**src/rtl/ufp_pkg.sv**
```systemverilog
// Contract
// - sync mode needs config plus command
// - sync transfers on fifo clock rise
// - device drives continuous fifo clock; held low outside sync mode
// - sync bus driven only while enable low
// - sync read moves byte when both low
// - sync write moves byte when both low
// - held read fetches byte each cycle
// - held write stores byte each cycle
// - awake strobe flushes transmit data
// - suspended strobe requests resume if enabled
// - async mode chosen by configuration
// - async transfers on strobe edges
// - async bus driven only while read low
// - avail goes high after every read
// - present on fall, fetch on rise
// - async write captures on falling strobe
// - flags undriven during reset
package ufp_pkg;
	localparam int DATA_W = 8;
	localparam int PIN_W = 12;
	// pin vector layout
	localparam int PIN_RD = 8;
	localparam int PIN_WR = 9;
	localparam int PIN_OE = 10;
	localparam int PIN_SIWU = 11;
	localparam logic [PIN_W-1:0] PIN_RST = 12'hF00;
	localparam logic [DATA_W-1:0] BYTE_RST = 8'h00;
	// configuration memory mode codes
	localparam logic [1:0] CFG_SYNC = 2'h1;
	localparam logic [1:0] CFG_ASYNC = 2'h2;
	// fifo clock timing
	localparam int REF_CLK_MHZ = 100;
	localparam int FIFO_CLK_MHZ = 60;
	localparam int FIFO_HALF_RAW = REF_CLK_MHZ / (2 * FIFO_CLK_MHZ);
	localparam int FIFO_HALF = (FIFO_HALF_RAW < 1) ? 1 : FIFO_HALF_RAW;
	localparam logic [3:0] FIFO_HALF_CNT = 4'(FIFO_HALF - 1);
	typedef enum logic [1:0] {MODE_IDLE, MODE_SYNC, MODE_ASYNC} ufp_mode_e;
endpackage

```
**src/rtl/ufp_fifo_port.sv**
```systemverilog
`timescale 1ns/10ps
module ufp_pin_sync
	import ufp_pkg::*;
#(
	parameter int W = 1,
	parameter logic [W-1:0] RST = '0
)(
	input  wire logic         ref_clk,
	input  wire logic         reset_n,
	input  wire logic [W-1:0] pinIn,
	output logic      [W-1:0] pinOut
);
	logic [W-1:0] s1_q;
	logic [W-1:0] s2_q;
	logic [W-1:0] s3_q;

	always_ff @(posedge ref_clk or negedge reset_n)
	begin
		if (!reset_n)
		begin
			s1_q <= RST;
			s2_q <= RST;
			s3_q <= RST;
			pinOut <= RST;
		end
		else
		begin
			s1_q <= pinIn;
			s2_q <= s1_q;
			s3_q <= s2_q;
			// take a change only once two stages agree
			for (int i = 0; i < W; i++)
				if (s2_q[i] == s3_q[i])
					pinOut[i] <= s3_q[i];
		end
	end
endmodule

module ufp_fifo_port
	import ufp_pkg::*;
(
	input  wire logic              ref_clk,
	input  wire logic              reset_n,
	input  wire logic [1:0]        cfgMode,
	input  wire logic              setModeCmd,
	input  wire logic              remoteWakeEn,
	input  wire logic              usbSuspended,
	input  wire logic              rxInValid,
	input  wire logic [DATA_W-1:0] rxInData,
	output logic                   rxInReady,
	output logic                   txOutValid,
	output logic      [DATA_W-1:0] txOutData,
	input  wire logic              txOutReady,
	output logic                   sendImmediate,
	output logic                   resumeRequest,
	output logic                   fifoClk,
	input  wire logic [DATA_W-1:0] fifoDataIn,
	output logic      [DATA_W-1:0] fifoDataOut,
	output logic                   fifoDataOe,
	output logic                   rxDataAvailN,
	output logic                   rxDataAvailOe,
	output logic                   txSpaceN,
	output logic                   txSpaceOe,
	input  wire logic              readStrobeN,
	input  wire logic              writeStrobe,
	input  wire logic              outEnableN,
	input  wire logic              sendImmediateWakeN,
	output logic                   powerEnableN
);
	// ----------------------------------------
	// pin sampling
	// ----------------------------------------
	logic [PIN_W-1:0]  pins;
	logic [DATA_W-1:0] busIn;
	logic              rdN;
	logic              wrN;
	logic              oeN;
	logic              siwuN;
	logic              rdPrev_q;
	logic              wrPrev_q;
	logic              siwuPrev_q;
	logic              rdFall;
	logic              rdRise;
	logic              wrFall;
	logic              siwuFall;

	ufp_pin_sync #(.W(PIN_W), .RST(PIN_RST)) uPins (
		.ref_clk (ref_clk),
		.reset_n (reset_n),
		.pinIn   ({sendImmediateWakeN, outEnableN, writeStrobe, readStrobeN, fifoDataIn}),
		.pinOut  (pins)
	);

	assign busIn = pins[DATA_W-1:0];
	assign rdN = pins[PIN_RD];
	assign wrN = pins[PIN_WR];
	assign oeN = pins[PIN_OE];
	assign siwuN = pins[PIN_SIWU];

	always_ff @(posedge ref_clk or negedge reset_n)
	begin
		if (!reset_n)
		begin
			rdPrev_q <= 1'b1;
			wrPrev_q <= 1'b1;
			siwuPrev_q <= 1'b1;
		end
		else
		begin
			rdPrev_q <= rdN;
			wrPrev_q <= wrN;
			siwuPrev_q <= siwuN;
		end
	end

	assign rdFall = rdPrev_q & ~rdN;
	assign rdRise = ~rdPrev_q & rdN;
	assign wrFall = wrPrev_q & ~wrN;
	assign siwuFall = siwuPrev_q & ~siwuN;

	// ----------------------------------------
	// mode selection
	// ----------------------------------------
	ufp_mode_e mode_q;
	logic      modeSync;
	logic      modeAsync;
	logic      modeActive;

	always_ff @(posedge ref_clk or negedge reset_n)
	begin
		if (!reset_n)
			mode_q <= MODE_IDLE;
		else
		begin
			case (cfgMode)
				CFG_ASYNC: mode_q <= MODE_ASYNC;
				CFG_SYNC:
				begin
					if (setModeCmd)
						mode_q <= MODE_SYNC;
					else if (mode_q == MODE_ASYNC)
						mode_q <= MODE_IDLE;
				end
				default: mode_q <= MODE_IDLE;
			endcase
		end
	end

	assign modeSync = (mode_q == MODE_SYNC);
	assign modeAsync = (mode_q == MODE_ASYNC);
	assign modeActive = modeSync | modeAsync;

	// ----------------------------------------
	// fifo clock generation
	// ----------------------------------------
	logic [3:0] clkCnt_q;
	logic       fifoClk_q;
	logic       fifoRise;

	always_ff @(posedge ref_clk or negedge reset_n)
	begin
		if (!reset_n)
		begin
			clkCnt_q <= 4'h0;
			fifoClk_q <= 1'b0;
		end
		else if (!modeSync)
		begin
			clkCnt_q <= 4'h0;
			fifoClk_q <= 1'b0;
		end
		else if (clkCnt_q == FIFO_HALF_CNT)
		begin
			clkCnt_q <= 4'h0;
			fifoClk_q <= ~fifoClk_q;
		end
		else
			clkCnt_q <= clkCnt_q + 4'h1;
	end

	assign fifoClk = fifoClk_q;
	// edge on which the next rising clock goes out
	assign fifoRise = modeSync & ~fifoClk_q & (clkCnt_q == FIFO_HALF_CNT);

	// ----------------------------------------
	// receive side
	// ----------------------------------------
	logic              rxFull_q;
	logic [DATA_W-1:0] rxHold_q;
	logic              rdTook_q;
	logic              rxPop;

	// async pop on rise only if a byte was shown at the fall
	always_ff @(posedge ref_clk or negedge reset_n)
	begin
		if (!reset_n)
			rdTook_q <= 1'b0;
		else if (!modeAsync || rdRise)
			rdTook_q <= 1'b0;
		else if (rdFall && rxFull_q)
			rdTook_q <= 1'b1;
	end

	assign rxPop = (fifoRise & rxFull_q & ~rdN)
		| (modeAsync & rdRise & rdTook_q);
	assign rxInReady = modeActive & ~rxFull_q;

	always_ff @(posedge ref_clk or negedge reset_n)
	begin
		if (!reset_n)
			rxFull_q <= 1'b0;
		else if (rxPop)
			rxFull_q <= 1'b0;
		else if (rxInValid && rxInReady)
			rxFull_q <= 1'b1;
	end

	always_ff @(posedge ref_clk or negedge reset_n)
	begin
		if (!reset_n)
			rxHold_q <= BYTE_RST;
		else if (rxInValid && rxInReady)
			rxHold_q <= rxInData;
	end

	assign fifoDataOut = rxHold_q;
	assign fifoDataOe = (modeSync & ~oeN) | (modeAsync & ~rdN);

	// ----------------------------------------
	// transmit side
	// ----------------------------------------
	logic              txFull_q;
	logic [DATA_W-1:0] txHold_q;
	logic              txPush;

	assign txPush = ~txFull_q & ((fifoRise & ~wrN)
		| (modeAsync & wrFall));

	always_ff @(posedge ref_clk or negedge reset_n)
	begin
		if (!reset_n)
			txFull_q <= 1'b0;
		else if (txPush)
			txFull_q <= 1'b1;
		else if (txOutReady)
			txFull_q <= 1'b0;
	end

	always_ff @(posedge ref_clk or negedge reset_n)
	begin
		if (!reset_n)
			txHold_q <= BYTE_RST;
		else if (txPush)
			txHold_q <= busIn;
	end

	assign txOutValid = txFull_q;
	assign txOutData = txHold_q;

	// ----------------------------------------
	// flags
	// ----------------------------------------
	assign rxDataAvailN = ~rxFull_q;
	assign txSpaceN = txFull_q;
	assign rxDataAvailOe = modeActive;
	assign txSpaceOe = modeActive;

	// ----------------------------------------
	// send immediate and wakeup
	// ----------------------------------------
	always_ff @(posedge ref_clk or negedge reset_n)
	begin
		if (!reset_n)
		begin
			sendImmediate <= 1'b0;
			resumeRequest <= 1'b0;
			powerEnableN <= 1'b1;
		end
		else
		begin
			sendImmediate <= siwuFall & ~usbSuspended;
			resumeRequest <= siwuFall & usbSuspended & remoteWakeEn;
			powerEnableN <= usbSuspended;
		end
	end
endmodule

```
**config.mk**
```make
export PLATFORM = sky130hd
export DESIGN_NAME = ufp_fifo_port
export DESIGN_NICKNAME = d
export VERILOG_FILES = /design/src/rtl/ufp_pkg.sv /design/src/rtl/ufp_fifo_port.sv
export SDC_FILE = /design/constraint.sdc
export NUM_CORES = 1
export LEC_CHECK = 0
export BUFFER_PORTS_ARGS = -buffer_cell sky130_fd_sc_hd__buf_2
export CORE_AREA = 2 2 86 88
export DETAILED_ROUTE_END_ITERATION = 7
export DIE_AREA = 0 0 88 90
export GPL_ROUTABILITY_DRIVEN = 0
export PLACE_DENSITY = 0.69
export SLEW_MARGIN = 15
export SYNTH_ARGS = -nofsm -noshare
export SYNTH_HDL_FRONTEND = slang
export SYNTH_SLANG_ARGS = --single-unit
```
**constraint.sdc**
```tcl
create_clock -name ref_clk -period 2.4 [get_ports ref_clk]
set_clock_uncertainty 0.15 [all_clocks]
set_input_delay 0.24 -clock ref_clk [delete_from_list [all_inputs] [get_ports ref_clk]]
set_output_delay 0.24 -clock ref_clk [all_outputs]
set_load 0.02 [all_outputs]
```
==> results of run 1 <==
-- cell type report --
| class | instances | area share (%) |
|---|---|---|
| flip-flops and latches | 80 | 56.6 |
| multi-input cells | 69 | 17.2 |
| repair buffers | 80 | 14.6 |
| clock buffers | 10 | 3.85 |
| well taps | 99 | 3.46 |
| clock inverters | 6 | 2.97 |
| inverters | 12 | 1.26 |
-- flip-flops by register name, summed over array words and instances (netlist names) --
name / flops
fifoDataOut: 8
mode_q: 2
rdTook_q: 1
rxFull_q: 1
rdPrev_q: 1
resumeRequest: 1
powerEnableN: 1
clkCnt_q: 4
uPins.s3_q: 12
wrPrev_q: 1
txOutData: 8
uPins.pinOut: 12
fifoClk: 1
uPins.s1_q: 12
sendImmediate: 1
txOutValid: 1
siwuPrev_q: 1
uPins.s2_q: 12
-- cell usage in the layout, fill, tap and decap left out, types with 2 or more instances in the layout --
| cell | synthesis | routed |
|---|---|---|
| buf_2 | 1 | 54 |
| and2_1 | 2 | 2 |
| mux2_2 | 17 | 17 |
| inv_1 | 12 | 12 |
| dlygate4sd3_1 | 0 | 23 |
| o21ai_0 | 2 | 2 |
| o21a_1 | 2 | 2 |
| ha_1 | 6 | 6 |
| a21oi_1 | 2 | 2 |
| bufinv_16 | 0 | 3 |
| buf_4 | 2 | 3 |
| dfstp_2 | 20 | 20 |
| maj3_1 | 12 | 12 |
| nor2b_1 | 2 | 2 |
| nor2_1 | 6 | 6 |
| nand3_1 | 2 | 2 |
| nor3_1 | 2 | 2 |
| dfrtp_1 | 60 | 60 |
| clkbuf_8 | 0 | 10 |
-- worst max-delay path, cell delays in order, from the launching register on --
cell and delay (ns):
dfrtp_1 0.39, inv_1 0.07, ha_1 0.21, nor3b_4 0.17, a21oi_2 0.43, mux2_2 0.39
-- worst paths after layout --
check | end | startpoint | slack (ns) | cells past startpoint
min in group asynchronous | uPins.s1_q[7] | reset_n | 0.32 | 2
hold reg to reg | uPins.s2_q[5] | uPins.s1_q[5] | 0.19 | 0
hold / removal | resumeRequest | remoteWakeEn | 0.03 | 2
max in group asynchronous | siwuPrev_q | reset_n | 1.07 | 3
setup reg to reg | txOutData[4] | clkCnt_q[0] | 0.48 | 5
setup / recovery | txOutData[4] | clkCnt_q[0] | 0.48 | 5
-- power by group --
| part | internal (mW) | leakage (nW) | total (mW) | switching (mW) |
|---|---|---|---|---|
| logic | 0.283 | 0.600 | 0.641 | 0.358 |
| clock network | 0.714 | 0.120 | 1.17 | 0.456 |
| registers | 1.57 | 0.937 | 1.68 | 0.109 |
| total | 2.57 | 1.66 | 3.49 | 0.923 |
-- cells by family after synthesis --
family | count (synthesis)
adder cells (fa/ha/maj) | 18
AO/OA/AOI/OAI | 9
buffers and inverters | 15
multiplexers | 17
XOR/XNOR | 2
flip-flops | 80
AND/OR/NAND/NOR | 23
-- layer usage --
| layer | part of all wire, % | vias up | wire, um |
|---|---|---|---|
| met5 | 0 | - | 0 |
| met4 | 1.9 | 0 | 80 |
| met3 | 4.0 | 6 | 170 |
| met2 | 47 | 32 | 1980 |
| met1 | 47 | 754 | 2020 |
| li1 | - | 729 | - |
-- metrics by stage --
stage	util [%]	area [um^2]
2_1_floorplan	-	2710
3_3_place_gp	44.2	3100
3_5_place_dp	44.2	3100
4_1_cts	51.0	3580
5_1_grt	51.0	3580
6_report	51.0	3580
==> flow_summary.yaml, run 1 <==
synthesis:
  yosys-top-cells-area: "dfrtp_1 55%, dfstp_2 19%, mux2_2 7.1%"
  yosys_most_used_dff: "dfrtp_1"
  synth_compound_area_share_pct: 2.08
  synth_top_area_share_pct: 55.5
  async_flop_share_pct: 100
  synth-adder-area-share_pct: 7.21
  synth_area_um2: 2710
  ys_warn_count: 0
  synth_simple_gate_area_share_pct: 5.73
  syn_avg_cell_area_um2: 16.5
  synth_largest_area_cell: "dfrtp_1"
  synth_edf_count: 0
  syn_nets: 199
  synth.distinct_cells: 30
  ys_ff_latch: 80
  synth-xor-area-share_pct: 0.647
  synthMuxAreaShare_pct: 7.07
  synth_most_common_cell: "dfrtp_1"
  yosys-top-cells-count: "60 x dfrtp_1, 20 x dfstp_2, 17 x mux2_2"
  synth_cells: 164
  synth_top_family_by_area: "adder cells"
  ys_seq_area_share_pct: 74.9
setup_path:
  arrival_ns: 2.00
  start_kind: "register"
  endpoint_kind: "register"
  critPathKind: "reg -> reg"
  cp_data_required_time_ns: 2.48
  cp_max_fo: 9
timing:
  setup_ws_ns: 0.476
  setup_tns_ns: 0
  clock.fmax_ghz: 0.520
  hold_viol: 0
  tightest_slew_ns: 0.644
  rsz0062_at_grt: "no"
  min_period_over_period_pct: 80.2
  setup_viol: 0
  slew_viol_final: 0
  layout_min_cycle_time_ns: 1.92
  max_slew_margin_pct: 57.1
  timing.hold.ws_ns: 0.0278
global_route:
  track_usage_pct: 11.7
  grt_pass1_vias: 1524
  grt_util_met1_pct: 15.0
  grt_use_met3_pct: 4.13
  gr-total-overflow: 0
  grt_pass1_wl_um: 6990
  grt.met2_usage_pct: 17.5
  antenna_found_initial: 0
  grt-busiest-layer: "met2"
  grt_max_degree: 54
placement:
  post-place-ws_ns: 0.431
  dp_hpwl_um: 2820
  port_buffers: 55
  dp_cells: 317
floorplan:
  coreArea_um2: 7020
  fp.dieArea_um2: 7920
  start_util_pct: 38.6
  rows: 31
  die_x_um: 88
  pin_count: 56
  die_h_um: 90
cells_and_area:
  fillers: 591
  drive_above_1_share_pct: 43.6
  fin_cells: 356
  area_growth_pct: 32.2
  seq_area_um2: 2030
  multi_input_area_um2: 616
  antennaDiodeCount: 0
  nets: 287
route:
  wl_um: 4250
  drt_iter0_drc: 50
  ant_nets: 0
  vias: 1521
  first_pass_iters: 3
  vias_per_cell: 4.27
  drc: 0
  wl_per_cell_um: 11.9
min_path:
  hold_path_class: "in -> reg"
clock_tree:
  cts_setup_buffers: 0
  cts_tree: "yes"
  cts-buffers-inserted: 9
  clk_latency_ns: 0.34
  clockBufferDepth: 2
  root_buffer: "clkbuf_8"
  postCtsHoldBufs: 23
  cts.sinks: 80
  clkSlewWorstSetupHoldPaths_ns: 0.08
  htreeDepth: 3
  post_cts_resized: 0
power_and_ir_drop:
  p_per_area_nw_per_um2: 975
  p_total_mw: 3.49
  ir_drop_mv: 0.577
  p_leak_nw: 1.66
status:
  outcome: "complete, no violations"
run:
  drv_cap: 0
Note: power is estimated with default switching activity, not from simulation.
==> inputs of run 2 (changes only) <==
- ABC_AREA: unset -> 1
- CORE_AREA: 2 2 86 88 -> 2 2 87 89
- DIE_AREA: 0 0 88 90 -> 0 0 89 91
- clock period: 2.4 -> 2 ns (I/O delays scaled with it)
==> flow_summary.yaml, run 2 <==
status:
  outcome: "complete, no violations"
setup_path:
  r2r_slack_ns: 0.41
  cp_slowest_stage_delay_ns: 0.39
  arrival_ns: 1.54
  cp.buffers_inverters: 3
  critPathLaunch: "mode_q[0]"
  start_kind: "register"
  cp_cell_sequence: "inv_1 > ha_2 > inv_1 > o22ai_1 > buf_2"
  r2r_start: "mode_q[0]"
  critPathKind: "reg -> out"
  rr_endpoint: "rxFull_q"
  crit_family: "flip-flops"
  slowest_stage: "dfrtp_1"
  cp_max_fo: 4
  endpoint_kind: "output port"
  reg2reg_depth: 7
  cp_data_required_time_ns: 1.65
  path_depth: 5
  cp_common_cell: "inv_1"
clock_tree:
  clockBufferDepth: 2
  root_buffer: "clkbuf_8"
  cts_setup_buffers: 0
  cts.sinks: 80
  cts_tree: "yes"
  clk_latency_ns: 0.35
  htreeDepth: 3
  clkSlewWorstSetupHoldPaths_ns: 0.08
  cts-buffers-inserted: 9
route:
  drc: 0
  vias_per_cell: 4.23
  dr_wl_met2_um: 2100
  routed.top_layer: "met4"
  vias: 1674
  ant_nets: 0
  wl_um: 4360
  wl_per_cell_um: 11.0
  wirelength_met1_um: 1980
  drt_iter0_drc: 52
  first_pass_iters: 4
  wl_met3_um: 170
placement:
  placed_area_um2: 3180
  port_buffers: 55
  dp_cells: 355
  dp_hpwl_um: 2830
cells_and_area:
  design_area_um2: 3640
  nets: 327
  drive_above_1_share_pct: 38.4
  final_common_cell: "dfrtp_1"
  final_core_util_pct: 50.9
  fin_cells: 396
  final_cell_mix: "60 x dfrtp_1, 54 x buf_2, 40 x nand2_1, 25 x dlygate4sd3_1, 20 x dfstp_2"
  antennaDiodeCount: 0
  fillers: 651
  area_growth_pct: 31.3
synthesis:
  syn_avg_cell_area_um2: 13.7
  yosys-top-cells-count: "60 x dfrtp_1, 40 x nand2_1, 20 x dfstp_2"
  synth_edf_count: 0
  ys_seq_area_share_pct: 73.2
  synth_largest_area_cell: "dfrtp_1"
  synth_top_area_share_pct: 54.2
  synth.distinct_cells: 24
  yosys_most_used_dff: "dfrtp_1"
  synth_cells: 202
  async_flop_share_pct: 100
  synth_most_common_cell: "dfrtp_1"
  ys_warn_count: 0
  yosys-top-cells-area: "dfrtp_1 54%, dfstp_2 19%, nand2_1 5.4%"
  synth_area_um2: 2770
  ys_ff_latch: 80
  syn_nets: 237
global_route:
  grt_pass1_wl_um: 7290
  grt_max_degree: 81
  grt_pass1_vias: 1625
  track_usage_pct: 11.8
  antenna_found_initial: 0
  gr-total-overflow: 0
floorplan:
  die_x_um: 89
  die_h_um: 91
  coreArea_um2: 7140
  pin_count: 56
  rows: 31
  fp.dieArea_um2: 8100
  start_util_pct: 38.8
timing:
  tightest_slew_ns: 0.402
  layout_min_cycle_time_ns: 1.89
  hold_viol: 0
  timing.hold.ws_ns: 0.0287
  min_period_over_period_pct: 94.3
  max_slew_margin_pct: 73.2
  setup_tns_ns: 0
  clock.fmax_ghz: 0.530
  slew_viol_final: 0
  rsz0062_at_grt: "no"
  setup_viol: 0
min_path:
  holdPathStages: 3
  worstHoldStart: "cfgMode[1]"
  holdPathEnd: "mode_q[0]"
  hold_path_class: "in -> reg"
power_and_ir_drop:
  ir_drop_mv: 0.565
  p_per_area_nw_per_um2: 1100
  p_leak_nw: 1.76
run:
  drv_cap: 0
[run 2: worst max path at each step]
stage | to | slack, ns
6_report | fifoDataOe | 0.11
5_1_grt | fifoDataOe | 0.01
4_1_cts | fifoDataOe | 0.04
3_5_place_dp | rxFull_q | 0.41
3_3_place_gp | rxFull_q | 0.42
2_1_floorplan | rxFull_q | 0.39
[run 2: layout make-up]
type / instances / area (um^2) / area share, %
repair buffers: 81 / 548 / 15.1
flip-flops and latches: 80 / 2030 / 55.7
clock buffers: 9 / 124 / 3.41
well taps: 99 / 124 / 3.41
clock inverters: 7 / 83.8 / 2.31
inverters: 15 / 56.3 / 1.55
multi-input cells: 105 / 673 / 18.5
[run 2: kinds of logic (layout without fill, tap and decap cells)]
| family | Yosys count | count (layout) | synth area share (%) |
|---|---|---|---|
| flip-flops | 80 | 80 | 73.2 |
| AO/OA/AOI/OAI | 7 | 7 | 1.49 |
| AND/OR/NAND/NOR | 78 | 78 | 15.0 |
| adder cells (fa/ha/maj) | 18 | 18 | 7.05 |
| XOR/XNOR | 2 | 2 | 0.633 |
| buffers and inverters | 17 | 112 | 2.58 |
[run 2: routing by layer]
layer / vias to the layer above / global-route usage (%)
met5: - / 0
met4: 0 / 7.84
met3: 9 / 2.91
met2: 34 / 17.0
met1: 805 / 15.5
li1: 826 / -
[run 2: through the flow]
step / setup slack, ns / total power, mW
finish: 0.115 / 3.98
CTS: 0.0360 / 4.04
global route: 0.0128 / 4.19
detailed placement: 0.407 / 2.76
global placement: 0.422 / 2.74
floorplan: 0.391 / 2.46
[run 2: worst register-to-register path: stages (launching register included)]
cell and delay [ns]:
dfrtp_1 0.39, inv_1 0.08, ha_2 0.28, nor2_2 0.13
nand2_2 0.14, inv_2 0.17, o21ai_1 0.07, nor2_1 0.10
[run 2: power breakdown]
group | switching (mW) | internal (mW) | leakage, nW | total [mW]
clock network | 0.620 | 0.603 | 0.103 | 1.22
logic | 0.460 | 0.290 | 0.710 | 0.750
registers | 0.147 | 1.86 | 0.945 | 2.01
[run 2: repair_timing]
item	CTS	global route
endpoints found under the setup margin	0	1
hold buffers	25	0
hold endpoints to repair	86	0
resized for setup	0	1
